===== src/inc/pmca_pkg.sv =====
// Constants, field layouts and state types of the power monitor calculation and alert block
package pmca_pkg;

  // ==========================================================================
  // Clock, widths and arithmetic scaling
  localparam int unsigned CLK_FREQ_MHZ = 50;
  localparam int unsigned CT_W         = 24;
  localparam int unsigned ACC_W        = 27;
  localparam int unsigned AVG_CNT_W    = 10;
  localparam int unsigned CUR_SHIFT    = 11;
  localparam int unsigned PWR_SHIFT    = 14;

  // ==========================================================================
  // Register offsets
  localparam logic [7:0] ADDR_CONFIG = 8'h00;
  localparam logic [7:0] ADDR_SHUNT  = 8'h01;
  localparam logic [7:0] ADDR_BUS    = 8'h02;
  localparam logic [7:0] ADDR_POWER  = 8'h03;
  localparam logic [7:0] ADDR_CURR   = 8'h04;
  localparam logic [7:0] ADDR_CAL    = 8'h05;
  localparam logic [7:0] ADDR_MEN    = 8'h06;
  localparam logic [7:0] ADDR_LIMIT  = 8'h07;

  // ==========================================================================
  // Configuration fields and reset values
  localparam int unsigned CFG_MODE_LO  = 0;
  localparam int unsigned CFG_SHCT_LO  = 3;
  localparam int unsigned CFG_BUSCT_LO = 6;
  localparam int unsigned CFG_AVG_LO   = 9;
  localparam int unsigned MODE_SHUNT   = 0;
  localparam int unsigned MODE_BUS     = 1;
  localparam int unsigned MODE_CONT    = 2;
  localparam logic [15:0] CFG_RESET    = 16'h4127;
  localparam logic [15:0] CAL_RESET    = 16'h0000;
  localparam logic [15:0] LIMIT_RESET  = 16'h0000;
  localparam logic [15:0] MEN_RESET    = 16'h0000;

  // ==========================================================================
  // Mask and enable bits
  localparam int unsigned MEN_SOL  = 15;
  localparam int unsigned MEN_SUL  = 14;
  localparam int unsigned MEN_BOL  = 13;
  localparam int unsigned MEN_BUL  = 12;
  localparam int unsigned MEN_POL  = 11;
  localparam int unsigned MEN_READY_ON_ALERT_ENABLE = 10;
  localparam int unsigned MEN_AFF  = 4;
  localparam int unsigned MEN_CONVERSION_READY_FLAG = 3;
  localparam int unsigned MEN_ALERT_POLARITY = 1;
  localparam int unsigned MEN_LEN  = 0;
  localparam logic [15:0] MEN_WR_MASK = 16'hFC03;

  // ==========================================================================
  // Conversion times in microseconds, as printed
  localparam int unsigned CT0_US = 140;
  localparam int unsigned CT1_US = 204;
  localparam int unsigned CT2_US = 332;
  localparam int unsigned CT3_US = 588;
  localparam int unsigned CT4_US = 1100;
  localparam int unsigned CT5_US = 2116;
  localparam int unsigned CT6_US = 4156;
  localparam int unsigned CT7_US = 8244;

  // Conversion time of one code
  function automatic int unsigned ct_us(input logic [2:0] code);
    int unsigned t;
    case (code)
      3'h0: t = CT0_US;
      3'h1: t = CT1_US;
      3'h2: t = CT2_US;
      3'h3: t = CT3_US;
      3'h4: t = CT4_US;
      3'h5: t = CT5_US;
      3'h6: t = CT6_US;
      default: t = CT7_US;
    endcase
    return t;
  endfunction

  // Log2 of the number of averages of one code
  function automatic logic [3:0] avg_log2(input logic [2:0] code);
    logic [3:0] s;
    case (code)
      3'h0: s = 4'h0;
      3'h1: s = 4'h2;
      3'h2: s = 4'h4;
      3'h3: s = 4'h6;
      3'h4: s = 4'h7;
      3'h5: s = 4'h8;
      3'h6: s = 4'h9;
      default: s = 4'hA;
    endcase
    return s;
  endfunction

  // ==========================================================================
  // Sequencer states and the whole block state
  typedef enum logic [1:0] {
    ST_IDLE  = 2'b00,
    ST_SHUNT = 2'b01,
    ST_BUS   = 2'b10
  } pmca_state_type;

  typedef struct packed {
    pmca_state_type        state;
    logic [CT_W-1:0]       ct_cnt;
    logic [AVG_CNT_W-1:0]  avg_cnt;
    logic [15:0]           cfg;
    logic [15:0]           cal;
    logic [15:0]           limit;
    logic [15:0]           men;
    logic                  aff;
    logic                  conversion_ready_flag;
    logic [15:0]           last_cur;
    logic [ACC_W-1:0]      acc_sh;
    logic [ACC_W-1:0]      acc_bus;
    logic [ACC_W-1:0]      acc_cur;
    logic [ACC_W-1:0]      acc_pwr;
    logic [15:0]           shunt_reg;
    logic [15:0]           bus_reg;
    logic [15:0]           cur_reg;
    logic [15:0]           pwr_reg;
    logic [15:0]           rdata;
    logic                  alert_oe;
  } pmca_regs_type;

endpackage


===== src/design/pmca_core.sv =====
// Calculation, averaging, register file and alert logic of the power monitor
//
// Contract
// - Current from shunt sample and calibration, zero uncalibrated
// - Power from previous current and bus sample
// - Calculations never lengthen the conversion period
// - Results accumulate until averaging count; one goes direct
// - Averaged shunt, bus, current, power load together
// - Five limit checks share one limit register
// - Open-drain alert asserts when selected check violates
// - Highest set enable bit wins among checks
// - Ready may share alert; host reads flags
// - Without ready enable alert follows limit check only
// - Shunt checks compare after every shunt conversion
// - Alert function flag high on limit violation
// - Alert active level follows polarity bit one
// - Latched flag holds until config write, mask read
// - Bus checks compare after every bus conversion
// - Power check compares after every bus conversion
// - Shunt and bus conversion times independently selectable
// - Mode 111 converts shunt then bus repeatedly
// - Ready flag sets at run end, clears as documented
module pmca_core
  import pmca_pkg::*;
#(
  parameter int unsigned CYC_PER_US = CLK_FREQ_MHZ
) (
  input  wire logic        clk_sys_in,
  input  wire logic        rst_n_in,
  input  wire logic [7:0]  reg_addr_in,
  input  wire logic [15:0] reg_wdata_in,
  input  wire logic        reg_wr_in,
  input  wire logic        reg_rd_in,
  output logic      [15:0] reg_rdata_out,
  input  wire logic [15:0] adc_result_in,
  output logic             adc_busy_out,
  output logic             adc_chan_bus_out,
  output logic             alert_pin_out,
  output logic             alert_pin_oe_out
);

  // ==========================================================================
  // Helpers
  // Cycles of one conversion, less one for a down counter
  function automatic logic [CT_W-1:0] ct_cycles(input logic [2:0] code);
    return CT_W'(ct_us(code) * CYC_PER_US - 1);
  endfunction

  // Signed saturation to 16 bits
  function automatic logic [15:0] sat_s16(input logic signed [32:0] v);
    logic [15:0] r;
    if (v > 33'sd32767) begin
      r = 16'h7FFF;
    end else if (v < -33'sd32768) begin
      r = 16'h8000;
    end else begin
      r = v[15:0];
    end
    return r;
  endfunction

  // Unsigned saturation to 16 bits
  function automatic logic [15:0] sat_u16(input logic [32:0] v);
    return (v[32:16] != 17'h0) ? 16'hFFFF : v[15:0];
  endfunction

  // Signed accumulator average
  function automatic logic [15:0] avg_s(input logic [ACC_W-1:0] sum, input logic [3:0] sh);
    logic signed [ACC_W-1:0] t;
    t = $signed(sum) >>> sh;
    return t[15:0];
  endfunction

  // ==========================================================================
  // State
  pmca_regs_type q;
  pmca_regs_type n;

  logic                   cfg_wr;
  logic                   men_rd;
  logic [2:0]             mode;
  logic [3:0]             avg_sh;
  logic                   conv_end;
  logic                   shunt_end;
  logic                   bus_end;
  logic                   seq_end;
  logic                   run_done;
  logic signed [32:0]     cur_prod;
  logic [15:0]            cur_calc;
  logic [15:0]            cur_abs;
  logic [32:0]            pwr_prod;
  logic [15:0]            pwr_calc;
  logic [ACC_W-1:0]       sum_sh;
  logic [ACC_W-1:0]       sum_bus;
  logic [ACC_W-1:0]       sum_cur;
  logic [ACC_W-1:0]       sum_pwr;
  logic                   sel_sol;
  logic                   sel_sul;
  logic                   sel_bol;
  logic                   sel_bul;
  logic                   sel_pol;
  logic                   cmp_valid;
  logic                   cmp_viol;
  logic                   alert_act;
  logic [AVG_CNT_W-1:0]   avg_last;

  // ==========================================================================
  // Decode, arithmetic and limit selection
  always_comb begin
    cfg_wr    = reg_wr_in && (reg_addr_in == ADDR_CONFIG);
    men_rd    = reg_rd_in && (reg_addr_in == ADDR_MEN);
    mode      = q.cfg[CFG_MODE_LO +: 3];
    avg_sh    = avg_log2(q.cfg[CFG_AVG_LO +: 3]);
    avg_last  = AVG_CNT_W'((32'h1 << avg_sh) - 32'h1);
    // Conversion ends while the counter sits at zero
    conv_end  = (q.state != ST_IDLE) && (q.ct_cnt == '0);
    shunt_end = conv_end && (q.state == ST_SHUNT);
    bus_end   = conv_end && (q.state == ST_BUS);
    seq_end   = (shunt_end && !mode[MODE_BUS]) || bus_end;
    run_done  = seq_end && (q.avg_cnt == avg_last);
    // Current in the same cycle the sample is taken, no extra latency
    cur_prod  = 33'($signed(adc_result_in) * $signed({1'b0, q.cal}));
    cur_calc  = (q.cal == CAL_RESET) ? 16'h0000 : sat_s16(cur_prod >>> CUR_SHIFT);
    // Power from the preceding current and the bus sample
    cur_abs   = q.last_cur[15] ? 16'(-q.last_cur) : q.last_cur;
    pwr_prod  = 33'(cur_abs * adc_result_in);
    pwr_calc  = (q.cal == CAL_RESET) ? 16'h0000 : sat_u16(pwr_prod >> PWR_SHIFT);
    // Running sums including the present sample
    sum_sh    = q.acc_sh + ACC_W'($signed(adc_result_in));
    sum_bus   = q.acc_bus + ACC_W'(adc_result_in);
    sum_cur   = q.acc_cur + ACC_W'($signed(cur_calc));
    sum_pwr   = q.acc_pwr + ACC_W'(pwr_calc);
    // One check at a time, highest enable bit first
    sel_sol   = q.men[MEN_SOL];
    sel_sul   = !q.men[MEN_SOL] && q.men[MEN_SUL];
    sel_bol   = !(|q.men[MEN_SOL:MEN_SUL]) && q.men[MEN_BOL];
    sel_bul   = !(|q.men[MEN_SOL:MEN_BOL]) && q.men[MEN_BUL];
    sel_pol   = !(|q.men[MEN_SOL:MEN_BUL]) && q.men[MEN_POL];
    cmp_valid = (shunt_end && (sel_sol || sel_sul)) || (bus_end && (sel_bol || sel_bul || sel_pol));
    cmp_viol  = 1'b0;
    if (shunt_end && sel_sol) begin
      cmp_viol = $signed(adc_result_in) > $signed(q.limit);
    end else if (shunt_end && sel_sul) begin
      cmp_viol = $signed(adc_result_in) < $signed(q.limit);
    end else if (bus_end && sel_bol) begin
      cmp_viol = adc_result_in > q.limit;
    end else if (bus_end && sel_bul) begin
      cmp_viol = adc_result_in < q.limit;
    end else if (bus_end && sel_pol) begin
      cmp_viol = pwr_calc > q.limit;
    end
    // Ready shares the pin only when enabled
    alert_act = q.aff || (q.men[MEN_READY_ON_ALERT_ENABLE] && q.conversion_ready_flag);
  end

  // ==========================================================================
  // Next state
  always_comb begin
    n = q;
    // Conversion sequencer
    if (q.state != ST_IDLE && q.ct_cnt != '0) begin
      n.ct_cnt = q.ct_cnt - CT_W'(1);
    end
    if (shunt_end) begin
      n.last_cur = cur_calc;
      n.acc_sh   = sum_sh;
      n.acc_cur  = sum_cur;
    end
    if (bus_end) begin
      n.acc_bus = sum_bus;
      n.acc_pwr = sum_pwr;
    end
    if (shunt_end && mode[MODE_BUS]) begin
      n.state  = ST_BUS;
      n.ct_cnt = ct_cycles(q.cfg[CFG_BUSCT_LO +: 3]);
    end else if (seq_end) begin
      n.avg_cnt = q.avg_cnt + AVG_CNT_W'(1);
      if (run_done) begin
        // Load all converted quantities together, one sample goes direct
        n.avg_cnt = '0;
        n.acc_sh  = '0;
        n.acc_bus = '0;
        n.acc_cur = '0;
        n.acc_pwr = '0;
        if (mode[MODE_SHUNT]) begin
          n.shunt_reg = avg_s(shunt_end ? sum_sh : q.acc_sh, avg_sh);
          n.cur_reg   = avg_s(shunt_end ? sum_cur : q.acc_cur, avg_sh);
        end
        if (mode[MODE_BUS]) begin
          n.bus_reg = avg_s(sum_bus, avg_sh);
          n.pwr_reg = avg_s(sum_pwr, avg_sh);
        end
      end
      if (run_done && !mode[MODE_CONT]) begin
        n.state = ST_IDLE;
      end else if (mode[MODE_SHUNT]) begin
        n.state  = ST_SHUNT;
        n.ct_cnt = ct_cycles(q.cfg[CFG_SHCT_LO +: 3]);
      end else begin
        n.state  = ST_BUS;
        n.ct_cnt = ct_cycles(q.cfg[CFG_BUSCT_LO +: 3]);
      end
    end
    // Register writes; a configuration write restarts the sequence
    if (reg_wr_in) begin
      unique case (reg_addr_in)
        ADDR_CONFIG: n.cfg   = reg_wdata_in;
        ADDR_CAL:    n.cal   = reg_wdata_in;
        ADDR_LIMIT:  n.limit = reg_wdata_in;
        ADDR_MEN:    n.men   = reg_wdata_in & MEN_WR_MASK;
        default:     n.cal   = q.cal;
      endcase
    end
    if (cfg_wr) begin
      n.avg_cnt = '0;
      n.acc_sh  = '0;
      n.acc_bus = '0;
      n.acc_cur = '0;
      n.acc_pwr = '0;
      if (reg_wdata_in[CFG_MODE_LO + MODE_SHUNT]) begin
        n.state  = ST_SHUNT;
        n.ct_cnt = ct_cycles(reg_wdata_in[CFG_SHCT_LO +: 3]);
      end else if (reg_wdata_in[CFG_MODE_LO + MODE_BUS]) begin
        n.state  = ST_BUS;
        n.ct_cnt = ct_cycles(reg_wdata_in[CFG_BUSCT_LO +: 3]);
      end else begin
        n.state  = ST_IDLE;
      end
    end
    // Alert function flag: latched or following
    if (q.men[MEN_LEN]) begin
      if (cfg_wr || men_rd) begin
        n.aff = 1'b0;
      end
      if (cmp_valid && cmp_viol) begin
        n.aff = 1'b1;
      end
    end else if (cmp_valid) begin
      n.aff = cmp_viol;
    end
    // Conversion ready flag, set wins over clear
    if (men_rd || (cfg_wr && (reg_wdata_in[CFG_MODE_LO +: 2] != 2'b00))) begin
      n.conversion_ready_flag = 1'b0;
    end
    if (run_done) begin
      n.conversion_ready_flag = 1'b1;
    end
    // Open drain: pull low when asserted low, or when idle with active high
    n.alert_oe = q.men[MEN_ALERT_POLARITY] ? !alert_act : alert_act;
    // Read data, unmapped offsets read zero
    if (reg_rd_in) begin
      unique case (reg_addr_in)
        ADDR_CONFIG: n.rdata = q.cfg;
        ADDR_SHUNT:  n.rdata = q.shunt_reg;
        ADDR_BUS:    n.rdata = q.bus_reg;
        ADDR_POWER:  n.rdata = q.pwr_reg;
        ADDR_CURR:   n.rdata = q.cur_reg;
        ADDR_CAL:    n.rdata = q.cal;
        ADDR_MEN:    n.rdata = q.men | (16'(q.aff) << MEN_AFF) | (16'(q.conversion_ready_flag) << MEN_CONVERSION_READY_FLAG);
        ADDR_LIMIT:  n.rdata = q.limit;
        default:     n.rdata = 16'h0000;
      endcase
    end
  end

  // ==========================================================================
  // State register
  always_ff @(posedge clk_sys_in) begin
    if (!rst_n_in) begin
      q           <= '0;
      q.state     <= ST_SHUNT;
      q.ct_cnt    <= ct_cycles(CFG_RESET[CFG_SHCT_LO +: 3]);
      q.cfg       <= CFG_RESET;
      q.cal       <= CAL_RESET;
      q.limit     <= LIMIT_RESET;
      q.men       <= MEN_RESET;
      q.alert_oe  <= 1'b0;
    end else begin
      q <= n;
    end
  end

  // Outputs
  assign reg_rdata_out    = q.rdata;
  assign adc_busy_out     = (q.state != ST_IDLE);
  assign adc_chan_bus_out = (q.state == ST_BUS);
  assign alert_pin_out    = 1'b0;
  assign alert_pin_oe_out = q.alert_oe;
endmodule


===== config.mk =====
export PLATFORM = sky130hd
export DESIGN_NAME = pmca_core
export DESIGN_NICKNAME = d
export VERILOG_FILES = /design/src/inc/pmca_pkg.sv /design/src/design/pmca_core.sv
export SDC_FILE = /design/constraint.sdc
export NUM_CORES = 2
export LEC_CHECK = 0
export ABC_AREA = 1
export BUFFER_PORTS_ARGS = -buffer_cell sky130_fd_sc_hd__buf_2
export CAP_MARGIN = 0
export CORE_ASPECT_RATIO = 0.6
export CORE_MARGIN = 3
export CORE_UTILIZATION = 55
export DETAILED_ROUTE_END_ITERATION = 10
export PLACE_DENSITY = 0.69
export RECOVER_POWER = 50
export SYNTH_ARGS = -nofsm -noshare
export SYNTH_HDL_FRONTEND = slang
export SYNTH_SLANG_ARGS = --single-unit

===== constraint.sdc =====
create_clock -name clk_sys_in -period 11.5 [get_ports clk_sys_in]
set_clock_uncertainty 0.2 [all_clocks]
set_input_delay 0.575 -clock clk_sys_in [delete_from_list [all_inputs] [get_ports clk_sys_in]]
set_output_delay 0.575 -clock clk_sys_in [all_outputs]
set_load 0.01 [all_outputs]

---- Word-level counts from Yosys, hierarchy flattened ----
Cells that the tools add are included.
storage, ports and cells
  register bits after elaboration ......... 299
  bits in latches ......................... 0
  bits in writable memories ............... 0
  bits in read-only memories .............. 0
  input port bits ......................... 44
  output and inout port bits .............. 20
  word-level logic and storage cells ...... 225
  memories ................................ 0
operators by class
  add/subtract/negate cells ............... 13
  $mul .................................... 7
  divide/modulo/power cells ............... 0
  magnitude comparators ................... 7
  equal/unequal tests ..................... 41
  shifts and indexed selects .............. 5
  mux-type cells .......................... 62
  bitwise logic cells ..................... 4
  reduce and logical (&&, ||, !) cells .... 66
operators with widths
  kind                                                                   count
  172-bit 2-to-1 mux                                                     3
  32-bit 2-to-1 mux                                                      14
  14-bit one-hot mux with 7 select lines                                 4
  32-bit by 5-bit multiplier with 23-bit output (second input constant)  5
  16-bit 2-to-1 mux                                                      10
  24-bit by 1-bit subtractor with 24-bit output (second input constant)  6
  27-bit 2-to-1 mux                                                      5
  16-bit one-hot mux with 8 select lines                                 1
  27-bit by 4-bit >>> shifter with 16-bit output                         4
  26-bit 2-to-1 mux                                                      3
  24-bit 2-to-1 mux                                                      3
  36-bit 2-to-1 mux                                                      2
  27-bit by 16-bit adder with 27-bit output                              2
  27-bit adder                                                           2
  16-bit greater-than comparator                                         3
  3-bit == test (second input constant)                                  15
  16-bit by 17-bit multiplier with 33-bit output                         1
  8-bit by 3-bit == test with 1-bit output (second input constant)       4
  16-bit less-than comparator                                            2
  16-bit by 16-bit multiplier with 32-bit output                         1
  3-bit by 2-bit == test with 1-bit output (second input constant)       10
  4-bit one-hot mux with 7 select lines                                  1
  1-bit logical AND                                                      24
  24-bit logical NOT                                                     1
  33 further kinds                                                       79

---- Logic depth before layout (Yosys ltp) ----
  depth in word-level cells ............... 19
  gate-level depth with buffers ........... 61
  mapped depth without buffers ............ 59

---- Worst setup path before layout ----
No wires, ideal clock.
  path kind ............................... register -> register
  start ................................... register q[189] (netlist bit)
  end ..................................... register q[25] (netlist bit)
  library setup time ...................... 70 ps
  arrival time ............................ 8976 ps
  required time ........................... 11230 ps
  path slack .............................. 2254 ps
  stages on the path, launching flop included .. 52
  path buffers ............................ 3
  period minus slack after synthesis ...... 9246 ps
  cell sequence ........................... dfxtp_1 > buf_2 > clkbuf_1 > inv_1 > ha_1 > inv_1 > nor2_1 > inv_1 > nor2_1 > nand2_1 > o31ai_1 > o21ai_0 > xnor2_1 > inv_1 > clkbuf_1 > nand2_1 > fa_1 > fa_1 > [... 16 more ...] > nand2_1 > inv_1 > ha_1 > inv_1 > fa_1 > nand3b_1 > nand2_1 > a21oi_1 > o21ai_0 > xnor2_1 > or2_2 > nand2_1 > nand2_1 > nand2_1 > nand2_1 > nand2_1 > nor2_1 > a21oi_1
between the ends
  word-level cells in the longest chain between the ends .. 8
RTL lines
  item                                                line              text
  from (decl)                                         pmca_core.sv:76   pmca_regs_type q;
  from (signal assigned)                              pmca_core.sv:279  q <= n;
  16-bit negation                                     pmca_core.sv:125  cur_abs = q.last_cur[15] ? 16'(-q.last_cur) : q.last_cur;
  16-bit 2-to-1 mux (*)                               pmca_core.sv:125
  16-bit by 16-bit multiplier with 32-bit output (*)  pmca_core.sv:126  pwr_prod = 33'(cur_abs * adc_result_in);
  17-bit nonzero test                                 pmca_core.sv:64   return (v[32:16] != 17'h0) ? 16'hFFFF : v[15:0];
  16-bit 2-to-1 mux (*)                               pmca_core.sv:64
  16-bit 2-to-1 mux (*)                               pmca_core.sv:127  pwr_calc = (q.cal == CAL_RESET) ? 16'h0000 : sat_u16(pwr_prod >> PWR_SHIFT);
  27-bit by 16-bit adder with 27-bit output (*)       pmca_core.sv:132  sum_pwr = q.acc_pwr + ACC_W'(pwr_calc);
  27-bit by 4-bit >>> shifter with 16-bit output (*)  pmca_core.sv:70   t = $signed(sum) >>> sh;
Mark *: on every way between the ends. The rest lies on a longest branch, timed or not.
A chain may end at the register's enable or synchronous reset.

---- Worst setup path in the final report ----
  start ................................... register q[189] (netlist bit)
  end ..................................... register q[31] (netlist bit)
Same word-level chain as after synthesis.

==> flow_summary_export.csv <==
group,metric,value,unit
detailed_routing,avgViaCountPerCell,5.87,
timing,hold_viol,0,
critical_path,regToRegEndpoint,"q[31]",
yosys,synth_area_leaders,"fa_1, nand2_1, dfxtp_1",
hold_path,min_path_type,"in -> reg",
detailed_routing,vias,47300,
critical_path,crit_required,11.74,ns
power_and_ir_drop,vdd_drop_max,0.0000942,V
critical_path,cp_top_family,"adder cells",
timing,min_period,10.64,ns
critical_path,r2r_setup_slack,0.86,ns
yosys,ys_async_sr_fraction,0,
yosys,yosysUniqueCellTypes,76,
timing,fmax,94.0,MHz
clock_network,insertion_delay,0.59,ns
detailed_routing,finalWirelength,176000,um
critical_path,slowest_stage,"fa_1",
die,dieHeight,231,um
global_route,grt_pass1_vias,42800,
timing,timing.final.crit_share,0.925,
critical_path,critPathMaxFanout,18,
hold_path,hold_depth,3,
critical_path,arrival,10.88,ns
yosys,yosys.area.top_type,"fa_1",
clock_network,clock-sinks,299,
yosys,yosys_warnings,0,
detailed_routing,drtAntennaViolNets,0,
critical_path,max_stage_delay,0.54,ns
placement,postPlaceCellArea,47300,um2
status,violations,"capacitance limit, slew limit",
global_route,grt_pass1_wl,265000,um
placement,io_buffer_count,62,
detailed_routing,wl_per_cell,21.8,um
yosys,synthFlopType,"dfxtp_1",
critical_path,cp-end-kind,"flop",
critical_path,cp-start-kind,"flop",
yosys,synth_enable_flop_cells,0,
clock_network,cts.path.max_buffers,3,
timing,rsz0062_at_grt,"no",
clock_network,htree_levels,2,
power_and_ir_drop,power_leakage,0.0256,uW
die,io_pins,64,
die,dieArea,87800,um2
clock_network,clk_pin_slew,0.08,ns
detailed_routing,drc_errors,0,
critical_path,crit_buf_inv,12,
timing,worst_pin_slew,3.50,ns
critical_path,rr_startpoint,"q[189]",
die,rows,81,
timing,slew_headroom,-1.34,
placement,dpl_worst_slack,0.859,ns
job,maxCapViolCount,5,
die,core,82400,um2
critical_path,path_class,"reg -> reg",
power_and_ir_drop,pwr_density_cell,57.9,nW/um2
die,initial_utilization,0.562,
layout,fin_util,0.589,
timing,tns,0,ns
layout,fillers,8173,
critical_path,reg2reg_depth,52,
clock_network,numCtsBuffers,35,
yosys,postSynthAreaPerCell,6.60,um2
detailed_routing,drt_iter0_markers,6753,
critical_path,cp_common_cell,"inv_1",
timing,drv_slew,270,
yosys,ys_ff_latch,299,
global_route,grt_overflow_total,0,
clock_network,cts_hold_buf,0,
global_route,grt_use_total,0.392,
clock_network,tritoncts,"yes",
clock_network,clockRootBuffer,"clkbuf_16",
yosys,synth_top_area_share,0.175,
yosys,synth_cells,7013,
yosys,synth_area,46300,um2
die,die_width,381,um
global_route,antenna_found_initial,4,
hold_path,hp-start,"reg_wdata_in[4]",
status,outcome,"complete, but fails checks",
hold_path,min_to,"q[243]",
placement,routabilityCongestion,1.06,
timing,setup_ws,0.857,ns
global_route,grt_max_degree,73,
timing,setup_violations,0,
yosys,yosysSeqAreaShare,0.129,
layout,design_area,48500,um2
layout,drive_gt1_frac,0.0401,
layout,fin_nets,7823,
layout,syn2layout_area_growth,4.77,%
detailed_routing,drt_pass1_iterations,9,
placement,dp_hpwl,142000,um
[repair_timing]
action                                  4_1_cts  5_1_grt
gates resized for setup                       0        1
endpoints found under the setup margin        0        2
setup buffers                                 0        0
[metal layers]
layer	vias up	global-route usage	share of wire
met5	-	0	0.00045
met4	6	0.0629	0.018
met3	211	0.150	0.16
met2	2964	0.482	0.35
met1	22100	0.630	0.47
li1	22000	-	-
[worst reg2reg max path: cells and delay by family (launching register included)]
| kind | cells | cell delay [ns] |
|---|---|---|
| buf+inv | 12 | 1.16 |
| fa+ha+maj | 10 | 4.12 |
| xor+xnor | 1 | 0.25 |
| simple gates | 20 | 2.25 |
| compound gates | 9 | 1.96 |
| flops | 1 | 0.52 |
[kinds of logic (layout without fill, tap and decap cells)]
| group | count (synthesis) | count (layout) | share of synthesized area |
|---|---|---|---|
| AND/OR/NAND/NOR | 3082 | 3082 | 0.282 |
| XOR/XNOR | 159 | 159 | 0.0304 |
| AO/OA/AOI/OAI | 1052 | 1052 | 0.127 |
| multiplexers | 4 | 4 | 0.000892 |
| adder cells (fa/ha/maj) | 870 | 870 | 0.301 |
| flip-flops | 299 | 299 | 0.129 |
| other | 2 | 9 | 0.000162 |
| buffers and inverters | 1545 | 1462 | 0.130 |
[cell usage after synthesis (28+ instances only)]
master,count
nor3_1,73
clkbuf_1,172
o21ai_1,50
a21oi_1,425
nand3_1,507
inv_1,1245
buf_2,28
o21ai_0,342
xnor2_1,57
ha_1,466
nor2_1,590
nand2_1,1662
nand4_1,77
fa_1,404
o211ai_1,35
dfxtp_1,299
a31oi_1,30
or2_2,47
xor2_1,100
[area by class of cell]
type | count | area, um2 | area share
timing repair buffer | 118 | 676 | 0.0139
inverter | 1280 | 4810 | 0.0991
sequential | 299 | 5990 | 0.123
tap | 1120 | 1400 | 0.0289
clock buffer | 44 | 991 | 0.0204
antenna | 1 | 2.50 | 0.0000516
multi-input combinational | 5175 | 34300 | 0.707
clock inverter | 20 | 328 | 0.00676
[power breakdown]
group	switching [uW]	total (uW)	internal, uW
clock network	575	1360	780
registers	2.00	1040	1040
logic	301	414	113
total	878	2810	1930
[placed cells by master (no fill, tap or decap), types with 17 or more instances in the layout]
cell | Yosys | routed
a21o_1 | 17 | 17
a21oi_1 | 425 | 425
a31oi_1 | 30 | 30
buf_2 | 28 | 42
buf_4 | 27 | 48
clkbuf_1 | 172 | 30
clkbuf_16 | 0 | 36
dfxtp_1 | 299 | 299
fa_1 | 404 | 404
ha_1 | 466 | 466
inv_1 | 1245 | 1248
inv_2 | 22 | 18
nand2_1 | 1662 | 1662
nand3_1 | 507 | 507
nand3b_1 | 27 | 27
nand4_1 | 77 | 77
nor2_1 | 590 | 596
nor3_1 | 73 | 73
nor4_1 | 18 | 18
o211ai_1 | 35 | 35
o21ai_0 | 342 | 343
o21ai_1 | 50 | 49
o21bai_1 | 20 | 20
o22ai_1 | 27 | 27
or2_2 | 47 | 47
xnor2_1 | 57 | 56
xor2_1 | 100 | 100
[registers in the layout, indices dropped and copies added, names as in the netlist]
| register | flops |
|---|---|
| reg_rdata_out | 16 |
| alert_pin_oe_out | 1 |
| q | 279 |
| mode | 3 |
[metrics by stage]
step / hold WS (ns) / power, uW / std cells
floorplan: 0.243 / 1320 / 7019
finish: 0.172 / 2810 / 8057
detailed placement: 0.256 / 1460 / 7992
global placement: 0.259 / 1460 / 7992
global route: 0.171 / 2880 / 8056
CTS: 0.136 / 2790 / 8056
[how the worst max path moves through the flow]
stage	endpoint	from	depth (start not counted)	slack [ns]
global route	q[31]	q[189]	49	0.08
finish	q[31]	q[189]	52	0.86
floorplan	q[25]	q[189]	51	2.25
global placement	q[25]	q[189]	49	1.12
CTS	q[25]	q[189]	49	0.81
detailed placement	q[25]	q[189]	49	0.86
(Power assumes the default switching activity.)
